**src/rtl/_unused_end.sv**
```systemverilog
// intentionally empty compilation unit
`default_nettype none
`default_nettype wire

```
**src/rtl/plre_pkg.sv**
```systemverilog
// package: offsets, field positions, reset values, cancel threshold and line codes for the power and link regs
`default_nettype none
package plre_pkg;
  // configuration byte offsets
  localparam logic [7:0] PLRE_OFF_PM = 8'h48;
  localparam logic [7:0] PLRE_OFF_PMX = 8'h4a;
  localparam logic [7:0] PLRE_OFF_LINK = 8'hf4;
  localparam logic [7:0] PLRE_OFF_SSID = 8'hf8;
  localparam logic [7:0] PLRE_OFF_SSID_ALIAS = 8'h2c;
  // power management control/status fields
  localparam int PLRE_PM_WAKE_STS = 15;
  localparam int PLRE_PM_WAKE_EN = 8;
  localparam int PLRE_PM_STATE_LO = 0;
  localparam logic [15:0] PLRE_PM_RESET = 16'h0000;
  // link enhancement fields
  localparam int PLRE_LE_UNFAIR = 7;
  localparam int PLRE_LE_IDLE = 2;
  localparam int PLRE_LE_ACCEL = 1;
  localparam logic [31:0] PLRE_LE_WMASK = 32'h0000_0086;
  localparam logic [31:0] PLRE_LE_RESET = 32'h0000_0000;
  localparam logic [31:0] PLRE_SSID_RESET = 32'h0000_0000;
  // received bits beyond which a pending link request is cancelled
  localparam int PLRE_RX_CANCEL_BITS = 8;
  // link control line codes
  localparam logic [1:0] PLRE_CTL_IDLE = 2'h0;
  localparam logic [1:0] PLRE_CTL_HOLD = 2'h2;
  localparam logic [1:0] PLRE_CTL_XMIT = 2'h1;
  localparam logic [1:0] PLRE_CTL_RECV = 2'h2;
  typedef enum logic [1:0] {
    PLRE_D0 = 2'h0,
    PLRE_D1 = 2'h1,
    PLRE_D2 = 2'h2,
    PLRE_D3HOT = 2'h3
  } plre_pwr_t;
endpackage
`default_nettype wire

```
**src/rtl/plre_regs.sv**
```systemverilog
// power management and link enhancement configuration registers
//
// Overview of operation
// - power registers survive internal sleep-exit reset
// - wake status sets on wake cause always
// - clearing wake status releases wake output
// - dynamic data control bits read zero
// - wake enable gates wake output
// - dynamic data bit reads zero
// - two-bit device power state field
// - extension register at 4Ah reads zero
// - power data and bridge bytes zero
// - enhancement bits loaded by software or memory
// - enhancements act only when enabled
// - unfair bit sends responses as priority
// - one idle cycle before hold/transmit
// - acceleration bit issues acceleration requests
// - cancel request once receive exceeds 8 bits
// - F8h aliases subsystem ident at 2Ch
// - subsystem ident is writable, two fields
`default_nettype none
module plre_regs
  import plre_pkg::*;
(
  // clock and resets
  input wire logic core_clk_i,
  input wire logic rst_i,
  input wire logic int_rst_i,
  // configuration access
  input wire logic cfg_wr_i,
  input wire logic cfg_rd_i,
  input wire logic [7:0] cfg_addr_i,
  input wire logic [3:0] cfg_be_i,
  input wire logic [31:0] cfg_wdata_i,
  output logic [31:0] cfg_rdata_o,
  // serial configuration memory load
  input wire logic eeprom_ld_i,
  input wire logic [31:0] eeprom_data_i,
  // core control and events
  input wire logic phy_enhancements_on_i,
  input wire logic wake_cause_i,
  input wire logic async_resp_i,
  input wire logic accel_change_i,
  input wire logic accel_on_i,
  // link pins
  input wire logic grant_i,
  input wire logic [1:0] ctl_i,
  input wire logic want_xmit_i,
  output logic [1:0] ctl_o,
  output logic ctl_oe_n_o,
  output logic lreq_cancel_o,
  output logic priority_req_o,
  output logic accel_req_o,
  output logic accel_req_on_o,
  // power
  output logic wake_n_o,
  output logic [1:0] device_power_state_o
);
  // ==========================================================
  // pin synchronisers
  logic grant_s1_r, grant_s2_r;
  logic [1:0] ctl_s1_r, ctl_s2_r;

  // phy pins run on another clock: two flops before any logic reads them
  always_ff @(posedge core_clk_i or posedge rst_i) begin
    if (rst_i) begin
      grant_s1_r <= 1'b0;
      grant_s2_r <= 1'b0;
      ctl_s1_r <= 2'h0;
      ctl_s2_r <= 2'h0;
    end else begin
      grant_s1_r <= grant_i;
      grant_s2_r <= grant_s1_r;
      ctl_s1_r <= ctl_i;
      ctl_s2_r <= ctl_s1_r;
    end
  end

  // ==========================================================
  // power management control/status
  // kept on rst_i only; the internal reset must not touch it
  logic wake_sts_r, wake_sts_nxt;
  logic wake_en_r, wake_en_nxt;
  logic [1:0] pstate_r, pstate_nxt;
  logic wake_n_r, wake_n_nxt;
  logic pm_wr;

  assign pm_wr = cfg_wr_i && cfg_addr_i == PLRE_OFF_PM;

  always_comb begin
    wake_sts_nxt = wake_sts_r;
    wake_en_nxt = wake_en_r;
    pstate_nxt = pstate_r;
    if (pm_wr && cfg_be_i[1] && cfg_wdata_i[PLRE_PM_WAKE_STS]) wake_sts_nxt = 1'b0;
    if (wake_cause_i) wake_sts_nxt = 1'b1;
    if (pm_wr && cfg_be_i[1]) wake_en_nxt = cfg_wdata_i[PLRE_PM_WAKE_EN];
    if (pm_wr && cfg_be_i[0]) pstate_nxt = cfg_wdata_i[PLRE_PM_STATE_LO +: 2];
    // wake pin follows the sticky status, gated by the enable
    wake_n_nxt = !(wake_sts_nxt && wake_en_nxt);
  end

  always_ff @(posedge core_clk_i or posedge rst_i) begin
    if (rst_i) begin
      wake_sts_r <= PLRE_PM_RESET[PLRE_PM_WAKE_STS];
      wake_en_r <= PLRE_PM_RESET[PLRE_PM_WAKE_EN];
      pstate_r <= PLRE_PM_RESET[1:0];
      wake_n_r <= 1'b1;
    end else begin
      wake_sts_r <= wake_sts_nxt;
      wake_en_r <= wake_en_nxt;
      pstate_r <= pstate_nxt;
      wake_n_r <= wake_n_nxt;
    end
  end

  a_wen_set: assert property (@(posedge core_clk_i) disable iff (rst_i)
    (pm_wr && cfg_be_i[1] && cfg_wdata_i[PLRE_PM_WAKE_EN]) |=> wake_en_r)
    else $error("wake enable not set by write");
  a_wen_clr: assert property (@(posedge core_clk_i) disable iff (rst_i)
    (pm_wr && cfg_be_i[1] && !cfg_wdata_i[PLRE_PM_WAKE_EN]) |=> !wake_en_r)
    else $error("wake enable not cleared by write");
  a_state_write: assert property (@(posedge core_clk_i) disable iff (rst_i)
    (pm_wr && cfg_be_i[0]) |=> device_power_state_o == 2'($past(cfg_wdata_i) >> PLRE_PM_STATE_LO))
    else $error("power state not written");
  a_wake_pin: assert property (@(posedge core_clk_i) disable iff (rst_i)
    wake_n_o == !(wake_sts_r && wake_en_r))
    else $error("wake pin does not follow status and enable");
  a_sts_keep_be: assert property (@(posedge core_clk_i) disable iff (rst_i)
    (wake_sts_r && pm_wr && !cfg_be_i[1]) |=> wake_sts_r)
    else $error("wake status cleared without its byte enabled");

  // ==========================================================
  // link enhancement and subsystem ident (cleared by both resets)
  logic [31:0] le_r, le_nxt;
  logic [31:0] ssid_r, ssid_nxt;
  logic le_wr, ssid_wr;

  assign le_wr = cfg_wr_i && cfg_addr_i == PLRE_OFF_LINK;
  assign ssid_wr = cfg_wr_i && (cfg_addr_i == PLRE_OFF_SSID || cfg_addr_i == PLRE_OFF_SSID_ALIAS);

  always_comb begin
    le_nxt = le_r;
    ssid_nxt = ssid_r;
    // a memory load wins over a config write landing in the same cycle
    if (eeprom_ld_i) le_nxt = eeprom_data_i & PLRE_LE_WMASK;
    else if (le_wr && cfg_be_i[0]) le_nxt = cfg_wdata_i & PLRE_LE_WMASK;
    for (int b = 0; b < 4; b++) begin
      if (ssid_wr && cfg_be_i[b]) ssid_nxt[8*b +: 8] = cfg_wdata_i[8*b +: 8];
    end
    if (int_rst_i) begin
      le_nxt = PLRE_LE_RESET;
      ssid_nxt = PLRE_SSID_RESET;
    end
  end

  always_ff @(posedge core_clk_i or posedge rst_i) begin
    if (rst_i) begin
      le_r <= PLRE_LE_RESET;
      ssid_r <= PLRE_SSID_RESET;
    end else begin
      le_r <= le_nxt;
      ssid_r <= ssid_nxt;
    end
  end

  a_le_write: assert property (@(posedge core_clk_i) disable iff (rst_i)
    (le_wr && cfg_be_i[0] && !eeprom_ld_i && !int_rst_i) |=>
      le_r == ($past(cfg_wdata_i) & PLRE_LE_WMASK))
    else $error("enhancement write not taken");
  a_le_load: assert property (@(posedge core_clk_i) disable iff (rst_i)
    (eeprom_ld_i && !int_rst_i) |=> le_r == ($past(eeprom_data_i) & PLRE_LE_WMASK))
    else $error("enhancement load not taken");
  a_ssid_write: assert property (@(posedge core_clk_i) disable iff (rst_i)
    (ssid_wr && cfg_be_i == 4'hf && !int_rst_i) |=> ssid_r == $past(cfg_wdata_i))
    else $error("subsystem ident write not taken");

  // ==========================================================
  // enhancement behaviour
  // stored bits alone do nothing: the host gate must be on as well
  logic unfair_on, idle_on, accel_on;
  logic acc_req_r, acc_req_nxt, acc_on_r, acc_on_nxt, prio_r, prio_nxt;

  assign unfair_on = phy_enhancements_on_i && le_r[PLRE_LE_UNFAIR];
  assign idle_on = phy_enhancements_on_i && le_r[PLRE_LE_IDLE];
  assign accel_on = phy_enhancements_on_i && le_r[PLRE_LE_ACCEL];

  always_comb begin
    prio_nxt = async_resp_i && unfair_on;
    acc_req_nxt = accel_change_i && accel_on;
    acc_on_nxt = acc_req_nxt ? accel_on_i : acc_on_r;
  end

  always_ff @(posedge core_clk_i or posedge rst_i) begin
    if (rst_i) begin
      prio_r <= 1'b0;
      acc_req_r <= 1'b0;
      acc_on_r <= 1'b0;
    end else begin
      prio_r <= prio_nxt;
      acc_req_r <= acc_req_nxt;
      acc_on_r <= acc_on_nxt;
    end
  end

  a_enh_off: assert property (@(posedge core_clk_i) disable iff (rst_i)
    !phy_enhancements_on_i |=> (!priority_req_o && !accel_req_o))
    else $error("enhancement active while gate off");
  a_unfair_off: assert property (@(posedge core_clk_i) disable iff (rst_i)
    !le_r[PLRE_LE_UNFAIR] |=> !priority_req_o)
    else $error("priority request without unfair bit");
  a_accel_value: assert property (@(posedge core_clk_i) disable iff (rst_i)
    (accel_change_i && accel_on) |=> (accel_req_o && accel_req_on_o == $past(accel_on_i)))
    else $error("acceleration request missing or wrong");

  plre_link_enh #(
    .CNT_W(4)
  ) u_link (
    .core_clk_i(core_clk_i),
    .rst_i(rst_i),
    .idle_en_i(idle_on),
    .accel_en_i(accel_on),
    .grant_i(grant_s2_r),
    .ctl_in_i(ctl_s2_r),
    .want_xmit_i(want_xmit_i),
    .ctl_out_o(ctl_o),
    .ctl_oe_n_o(ctl_oe_n_o),
    .lreq_cancel_o(lreq_cancel_o)
  );

  // ==========================================================
  // read mux
  // read data is registered and stands for one cycle only
  logic [31:0] rdata_r, rdata_nxt;

  always_comb begin
    rdata_nxt = 32'h0000_0000;
    if (cfg_rd_i) begin
      unique case (cfg_addr_i)
        // upper half is the extension register: always zero
        PLRE_OFF_PM: begin
          rdata_nxt[PLRE_PM_WAKE_STS] = wake_sts_r;
          rdata_nxt[PLRE_PM_WAKE_EN] = wake_en_r;
          rdata_nxt[1:0] = pstate_r;
        end
        PLRE_OFF_PMX: rdata_nxt = 32'h0000_0000;
        PLRE_OFF_LINK: rdata_nxt = le_r;
        PLRE_OFF_SSID, PLRE_OFF_SSID_ALIAS: rdata_nxt = ssid_r;
        default: rdata_nxt = 32'h0000_0000;
      endcase
    end
  end

  always_ff @(posedge core_clk_i or posedge rst_i) begin
    if (rst_i) rdata_r <= 32'h0000_0000;
    else rdata_r <= rdata_nxt;
  end

  assign cfg_rdata_o = rdata_r;
  assign wake_n_o = wake_n_r;
  assign device_power_state_o = pstate_r;
  assign priority_req_o = prio_r;
  assign accel_req_o = acc_req_r;
  assign accel_req_on_o = acc_on_r;

  // ==========================================================
  // checks
  a_wake_sets: assert property (@(posedge core_clk_i) disable iff (rst_i)
    wake_cause_i |=> wake_sts_r)
    else $error("wake status not set by cause");
  a_wake_clear: assert property (@(posedge core_clk_i) disable iff (rst_i)
    (pm_wr && cfg_be_i[1] && cfg_wdata_i[PLRE_PM_WAKE_STS] && !wake_cause_i) |=>
      (!wake_sts_r && wake_n_o))
    else $error("wake clear did not release pin");
  a_wake_zero: assert property (@(posedge core_clk_i) disable iff (rst_i)
    (wake_sts_r && !(pm_wr && cfg_wdata_i[15])) |=> wake_sts_r)
    else $error("wake status lost");
  a_wake_gate: assert property (@(posedge core_clk_i) disable iff (rst_i)
    !wake_en_r |-> wake_n_o)
    else $error("wake asserted while disabled");
  a_pm_keep: assert property (@(posedge core_clk_i) disable iff (rst_i)
    (int_rst_i && !pm_wr && !wake_cause_i) |=> $stable(pstate_r) && $stable(wake_en_r))
    else $error("power state lost on internal reset");
  a_alias_read: assert property (@(posedge core_clk_i) disable iff (rst_i)
    (cfg_rd_i && cfg_addr_i == PLRE_OFF_SSID_ALIAS && !ssid_wr && !int_rst_i) |=>
      cfg_rdata_o == ssid_r)
    else $error("alias read mismatch");
  a_ext_zero: assert property (@(posedge core_clk_i) disable iff (rst_i)
    (cfg_rd_i && cfg_addr_i == 8'h4a) |=> cfg_rdata_o == 32'h0000_0000)
    else $error("extension register not zero");
  a_prio_gate: assert property (@(posedge core_clk_i) disable iff (rst_i)
    (async_resp_i && phy_enhancements_on_i && le_r[7]) |=> priority_req_o)
    else $error("priority request missing");
  a_accel_gate: assert property (@(posedge core_clk_i) disable iff (rst_i)
    (accel_change_i && !(phy_enhancements_on_i && le_r[PLRE_LE_ACCEL])) |=> !accel_req_o)
    else $error("acceleration request while disabled");

  a_pm_rd_rsvd: assert property (@(posedge core_clk_i) disable iff (rst_i)
    (cfg_rd_i && cfg_addr_i == PLRE_OFF_PM) |=> (cfg_rdata_o & 32'hffff_7efc) == 32'h0000_0000)
    else $error("reserved power bits not zero");
  a_ssid_read: assert property (@(posedge core_clk_i) disable iff (rst_i)
    (cfg_rd_i && cfg_addr_i == PLRE_OFF_SSID && !ssid_wr && !int_rst_i) |=> cfg_rdata_o == ssid_r)
    else $error("subsystem ident read mismatch");
  a_le_read: assert property (@(posedge core_clk_i) disable iff (rst_i)
    (cfg_rd_i && cfg_addr_i == PLRE_OFF_LINK && !le_wr && !eeprom_ld_i && !int_rst_i) |=>
      cfg_rdata_o == le_r)
    else $error("enhancement read mismatch");
  a_pmx_readonly: assert property (@(posedge core_clk_i) disable iff (rst_i)
    (cfg_wr_i && cfg_addr_i == PLRE_OFF_PMX) |=> ($stable(pstate_r) && $stable(wake_en_r)))
    else $error("extension write changed power state");
endmodule
`default_nettype wire

```
**src/rtl/plre_link_enh.sv**
```systemverilog
// link-side enhancement logic: idle insertion on grant and receive-length cancel
`default_nettype none
module plre_link_enh
  import plre_pkg::*;
#(
  parameter int CNT_W = 4
) (
  // clock and reset
  input wire logic core_clk_i,
  input wire logic rst_i,
  // enables, already qualified
  input wire logic idle_en_i,
  input wire logic accel_en_i,
  // link side, grant and control synchronised
  input wire logic grant_i,
  input wire logic [1:0] ctl_in_i,
  input wire logic want_xmit_i,
  // outputs
  output logic [1:0] ctl_out_o,
  output logic ctl_oe_n_o,
  output logic lreq_cancel_o
);
  // ==========================================================
  // grant sequencing
  typedef enum logic [1:0] {
    PLRE_S_WAIT = 2'b00,
    PLRE_S_IDLE = 2'b01,
    PLRE_S_OWN = 2'b11
  } plre_gst_t;
  plre_gst_t st_r, st_nxt;
  logic [CNT_W-1:0] rx_cnt_r, rx_cnt_nxt;
  logic cancel_r, cancel_nxt;

  always_comb begin
    st_nxt = st_r;
    unique case (st_r)
      PLRE_S_WAIT: if (grant_i) st_nxt = idle_en_i ? PLRE_S_IDLE : PLRE_S_OWN;
      PLRE_S_IDLE: st_nxt = PLRE_S_OWN;
      PLRE_S_OWN: if (!want_xmit_i) st_nxt = PLRE_S_WAIT;
      default: st_nxt = PLRE_S_WAIT;
    endcase
  end

  // counts received bits in pairs; saturates so it never wraps back below the limit
  always_comb begin
    rx_cnt_nxt = rx_cnt_r;
    cancel_nxt = 1'b0;
    if (ctl_in_i == PLRE_CTL_RECV && st_r == PLRE_S_WAIT) begin
      if (rx_cnt_r != {CNT_W{1'b1}}) rx_cnt_nxt = rx_cnt_r + CNT_W'(1);
    end else begin
      rx_cnt_nxt = '0;
    end
    if (accel_en_i && (32'(rx_cnt_r) * 2 > PLRE_RX_CANCEL_BITS)) cancel_nxt = 1'b1;
  end

  always_ff @(posedge core_clk_i or posedge rst_i) begin
    if (rst_i) begin
      st_r <= PLRE_S_WAIT;
      rx_cnt_r <= '0;
      cancel_r <= 1'b0;
    end else begin
      st_r <= st_nxt;
      rx_cnt_r <= rx_cnt_nxt;
      cancel_r <= cancel_nxt;
    end
  end

  assign ctl_out_o = (st_r == PLRE_S_OWN) ? (want_xmit_i ? PLRE_CTL_XMIT : PLRE_CTL_HOLD)
                                          : PLRE_CTL_IDLE;
  assign ctl_oe_n_o = (st_r == PLRE_S_WAIT);
  assign lreq_cancel_o = cancel_r;

  a_idle_one_cycle: assert property (@(posedge core_clk_i) disable iff (rst_i)
    (st_r == PLRE_S_IDLE) |-> (ctl_out_o == PLRE_CTL_IDLE && !ctl_oe_n_o)
      ##1 (st_r == PLRE_S_OWN))
    else $error("idle insertion not exactly one cycle");
  a_grant_idle: assert property (@(posedge core_clk_i) disable iff (rst_i)
    (st_r == PLRE_S_WAIT && grant_i && idle_en_i) |=> (st_r == PLRE_S_IDLE))
    else $error("grant did not start idle insertion");
  a_cancel_gate: assert property (@(posedge core_clk_i) disable iff (rst_i)
    !$past(accel_en_i) |-> !lreq_cancel_o)
    else $error("cancel without acceleration");
endmodule
`default_nettype wire

```
**config.mk**
```make
export PLATFORM = sky130hd
export DESIGN_NAME = plre_regs
export DESIGN_NICKNAME = d
export VERILOG_FILES = /design/src/rtl/_unused_end.sv /design/src/rtl/plre_pkg.sv /design/src/rtl/plre_regs.sv /design/src/rtl/plre_link_enh.sv
export SDC_FILE = /design/constraint.sdc
export NUM_CORES = 1
export LEC_CHECK = 0
export ABC_CLOCK_PERIOD_IN_PS = 4700
export BUFFER_PORTS_ARGS = -buffer_cell sky130_fd_sc_hd__buf_2
export CAP_MARGIN = 0
export CORE_MARGIN = 2
export CORE_UTILIZATION = 45
export DETAILED_ROUTE_END_ITERATION = 8
export GPL_TIMING_DRIVEN = 0
export PLACE_DENSITY = 0.8
export SLEW_MARGIN = 20
export SYNTH_ARGS = -nofsm -noshare
export SYNTH_HDL_FRONTEND = slang
export SYNTH_SLANG_ARGS = --single-unit
```
**constraint.sdc**
```tcl
create_clock -name core_clk_i -period 4.7 [get_ports core_clk_i]
set_clock_uncertainty 0.2 [all_clocks]
set_input_delay 1.41 -clock core_clk_i [delete_from_list [all_inputs] [get_ports core_clk_i]]
set_output_delay 1.41 -clock core_clk_i [all_outputs]
set_load 0.02 [all_outputs]
```
==> results.sh <==
export IMPL_status="finished clean"
export IMPL_synthesis_nets=392
export IMPL_fin_ws_ps=1240
export IMPL_min_path_type="reg -> reg"
export IMPL_rsz0062_at_grt="false"
export IMPL_drc=0
export IMPL_cp_arrival_ps=1850
export IMPL_combPwrFrac_pct=9.4
export IMPL_final_util_pct=57.4
export IMPL_startpoint="want_xmit_i"
export IMPL_rows=33
export IMPL_fin_area_um2=4690
export IMPL_cts_tree="built"
export IMPL_nNetsFinal=506
export IMPL_crit_type="in -> out"
export IMPL_max_slew_margin_pct=65.0
export IMPL_nFillCells=726
export IMPL_internal_power_w=0.00119
export IMPL_grt_pass1_vias=2669
export IMPL_finalSetupViolations=0
export IMPL_first_pass_iters=4
export IMPL_r2r_start="u_link.rx_cnt_r[0]"
export IMPL_top_layer="met4"
export IMPL_cts_max_path_buffers=2
export IMPL_post_cts_setup_buffers=0
export IMPL_power_w=0.00156
export IMPL_hold_slack_ps=153
export IMPL_synthCells=299
export IMPL_dp_hpwl_um=5940
export IMPL_yosysWarnings=0
export IMPL_ir_worst_vdd_uv=165
export IMPL_syn_to_final_growth_pct=24.3
export IMPL_num_vias=2549
export IMPL_htreeDepth=3
export IMPL_maxCapViolations=0
export IMPL_slowest_delay_ps=170
export IMPL_required_ps=3090
export IMPL_p_sw_share_pct=23.7
export IMPL_pwr_share_seq_pct=50.7
export IMPL_insertion_delay_ps=350
export IMPL_hp_start="grant_s1_r"
export IMPL_avgViaCountPerCell=4.86
export IMPL_hold_viol_final=0
export IMPL_dieArea_um2=9140
export IMPL_met2_wirelength_um=3930
export IMPL_leakage_nw=2.33
export IMPL_max_freq_mhz=289
export IMPL_min_period_ps=3460
export IMPL_start_util_pct=46.2
export IMPL_path_clk_slew_ps=90
export IMPL_cp_slowest_cell="and3_1"
export IMPL_antenna_left=0
export IMPL_grt_usage_pct=18.4
export IMPL_cts_repair_resized=0
export IMPL_dr_wl_met3_um=465
export IMPL_gr_total_overflow=0
export IMPL_yosys_cell_types_count=36
export IMPL_syn_cell_area_um2=3780
export IMPL_path_max_fanout=3
export IMPL_drt_met1_wl_um=3480
export IMPL_tightest_slew_ps=518
export IMPL_crit_path_end_kind="output pin"
export IMPL_ys_seq_elements=88
export IMPL_core_area_um2=8180
export IMPL_fin_crit_sh_pct=73.5
export IMPL_clockRootBuffer="clkbuf_8"
export IMPL_wire_per_inst_um=15.4
export IMPL_startpoint_type="input pin"
export IMPL_maxSlewViolCount=0
export IMPL_numCtsBuffers=9
export IMPL_crit_chain="buf_2, and3_1, buf_2"
export IMPL_port_buffers=102
export IMPL_cp_common_cell="buf_2"
export IMPL_grt_pass1_wl_um=12500
export IMPL_post_place_ws_ps=1230
export IMPL_dieHeight_um=95.6
export IMPL_routabilityCongestion=0.814
export IMPL_avgSynthCellArea_um2=12.6
export IMPL_p_sw_w=0.000370
export IMPL_die_x_um=95.6
export IMPL_grt_max_degree=59
export IMPL_synth_seq_area_share_pct=58.3
export IMPL_drive_gt1_share_pct=33.7
export IMPL_antenna_found_initial=1
export IMPL_pwr_share_clk_pct=40.0
export IMPL_pwr_density_cell_nw_per_um2=333
export IMPL_cts_hold_repair_buffers=0
export IMPL_drt_total_wl_um=8060
export IMPL_io_pin_count=133
export IMPL_first_iter_violations=77
export IMPL_clkSinkCount=88
export IMPL_place_area_um2=4450
kinds of logic (layout without fill, tap and decap cells):
kind of cell / Yosys count / in the layout / synth area share, %
simple gates: 132 / 132 / 22.2
flops: 88 / 88 / 58.3
mux: 43 / 43 / 11.6
compound gates: 19 / 19 / 5.00
buf+inv: 14 / 133 / 1.99
fa+ha+maj: 2 / 2 / 0.662
xor+xnor: 1 / 1 / 0.232
other cells: 0 / 1 / 0
through the flow:
step	setup TNS, ps	instances
2_1_floorplan	0	299
3_3_place_gp	-16310	506
3_5_place_dp	0	507
4_1_cts	0	523
5_1_grt	0	523
6_report	0	524
registers in the layout, summed over array words and instances, names as in the netlist, 2 cells and up:
name                  count
u_link.st_r               2
u_link.rx_cnt_r           4
device_power_state_o      2
cfg_rdata_o              32
ssid_r                   32
le_r                      3
ctl_s2_r                  2
ctl_s1_r                  2
synth_stat cells:
cell type	instances	area, um2
dfrtp_1	87	2180
nor2b_1	1	6.26
a21boi_4	1	18.8
a21o_1	1	7.51
nand2_4	1	11.3
o21ai_0	2	10.0
a22o_1	6	52.6
clkbuf_1	7	26.3
a31oi_1	1	6.26
nand3_1	2	10.0
xnor2_1	1	8.76
a41oi_1	1	8.76
nor4b_1	2	17.5
and3_1	5	31.3
buf_6	3	33.8
a21oi_4	4	65.1
nand2_1	8	30.0
ha_1	2	25.0
nor2_1	12	45.0
nand3b_1	2	15.0
dfstp_2	1	26.3
nor3_1	1	5.00
nor4b_4	1	23.8
mux2_2	7	78.8
and2_1	27	169
nor4_4	1	21.3
mux2i_1	36	360
or2_2	1	6.26
and4_1	2	17.5
a21oi_1	1	5.00
inv_1	4	15.0
nand4_1	1	6.26
a211oi_1	1	7.51
nand2b_1	64	400
a21boi_0	1	7.51
nand4_4	1	21.3
power groups by stage:
stage                     sequential, W  clock [W]  combinational, W
after CTS                      0.000791   0.000639          0.000149
final                          0.000792   0.000624          0.000146
after global routing           0.000795   0.000660          0.000163
after detailed placement       0.000806          0          0.000148
after global placement         0.000805          0          0.000141
after floorplan                0.000807          0         0.0000785
cell type report:
class / instances / area [um2] / area share (%)
clock inverters: 7 / 119 / 2.53
inverters: 4 / 17.5 / 0.373
clock buffers: 9 / 124 / 2.64
multi-input cells: 197 / 1500 / 31.9
flip-flops and latches: 88 / 2200 / 46.9
diodes: 1 / 2.50 / 0.0533
well taps: 105 / 131 / 2.80
repair buffers: 103 / 538 / 11.5
plain buffers: 10 / 60.1 / 1.28
worst max-delay path: cells and delay by family:
kind / cells / cell delay (ps)
buf+inv: 2 / 260
simple gates: 1 / 170
worst paths after layout:
check	to	slack (ps)	cells past startpoint
worst max-delay path	ctl_o[0]	1240	3
worst min-delay path	grant_s2_r	150	0
worst max register to register	u_link.rx_cnt_r[1]	3290	4
worst min register to register	grant_s2_r	150	0
max in group asynchronous	wake_n_o	2820	3
min in group asynchronous	u_link.lreq_cancel_o	850	2
cell usage in the layout (no fill, tap or decap), types with 2 or more instances in the layout:
cell,instances
clkbuf_8,9
dfrtp_1,87
nand2b_1,64
nand2_1,8
nor4b_1,2
nand3b_1,2
clkinvlp_4,2
a21oi_4,4
buf_2,102
clkbuf_1,7
o21ai_0,2
inv_1,3
and3_1,5
buf_6,3
bufinv_16,3
ha_1,2
mux2i_1,36
a22o_1,6
and4_1,2
nand3_1,2
and2_1,27
mux2_2,7
nor2_1,12
per-layer routing:
| layer | up-vias | global-route usage [%] |
|---|---|---|
| li1 | 1224 | - |
| met5 | - | 0 |
| met2 | 76 | 29.4 |
| met4 | 0 | 10.7 |
| met1 | 1232 | 23.1 |
| met3 | 17 | 3.72 |
Power figures use the tool's default switching activity.
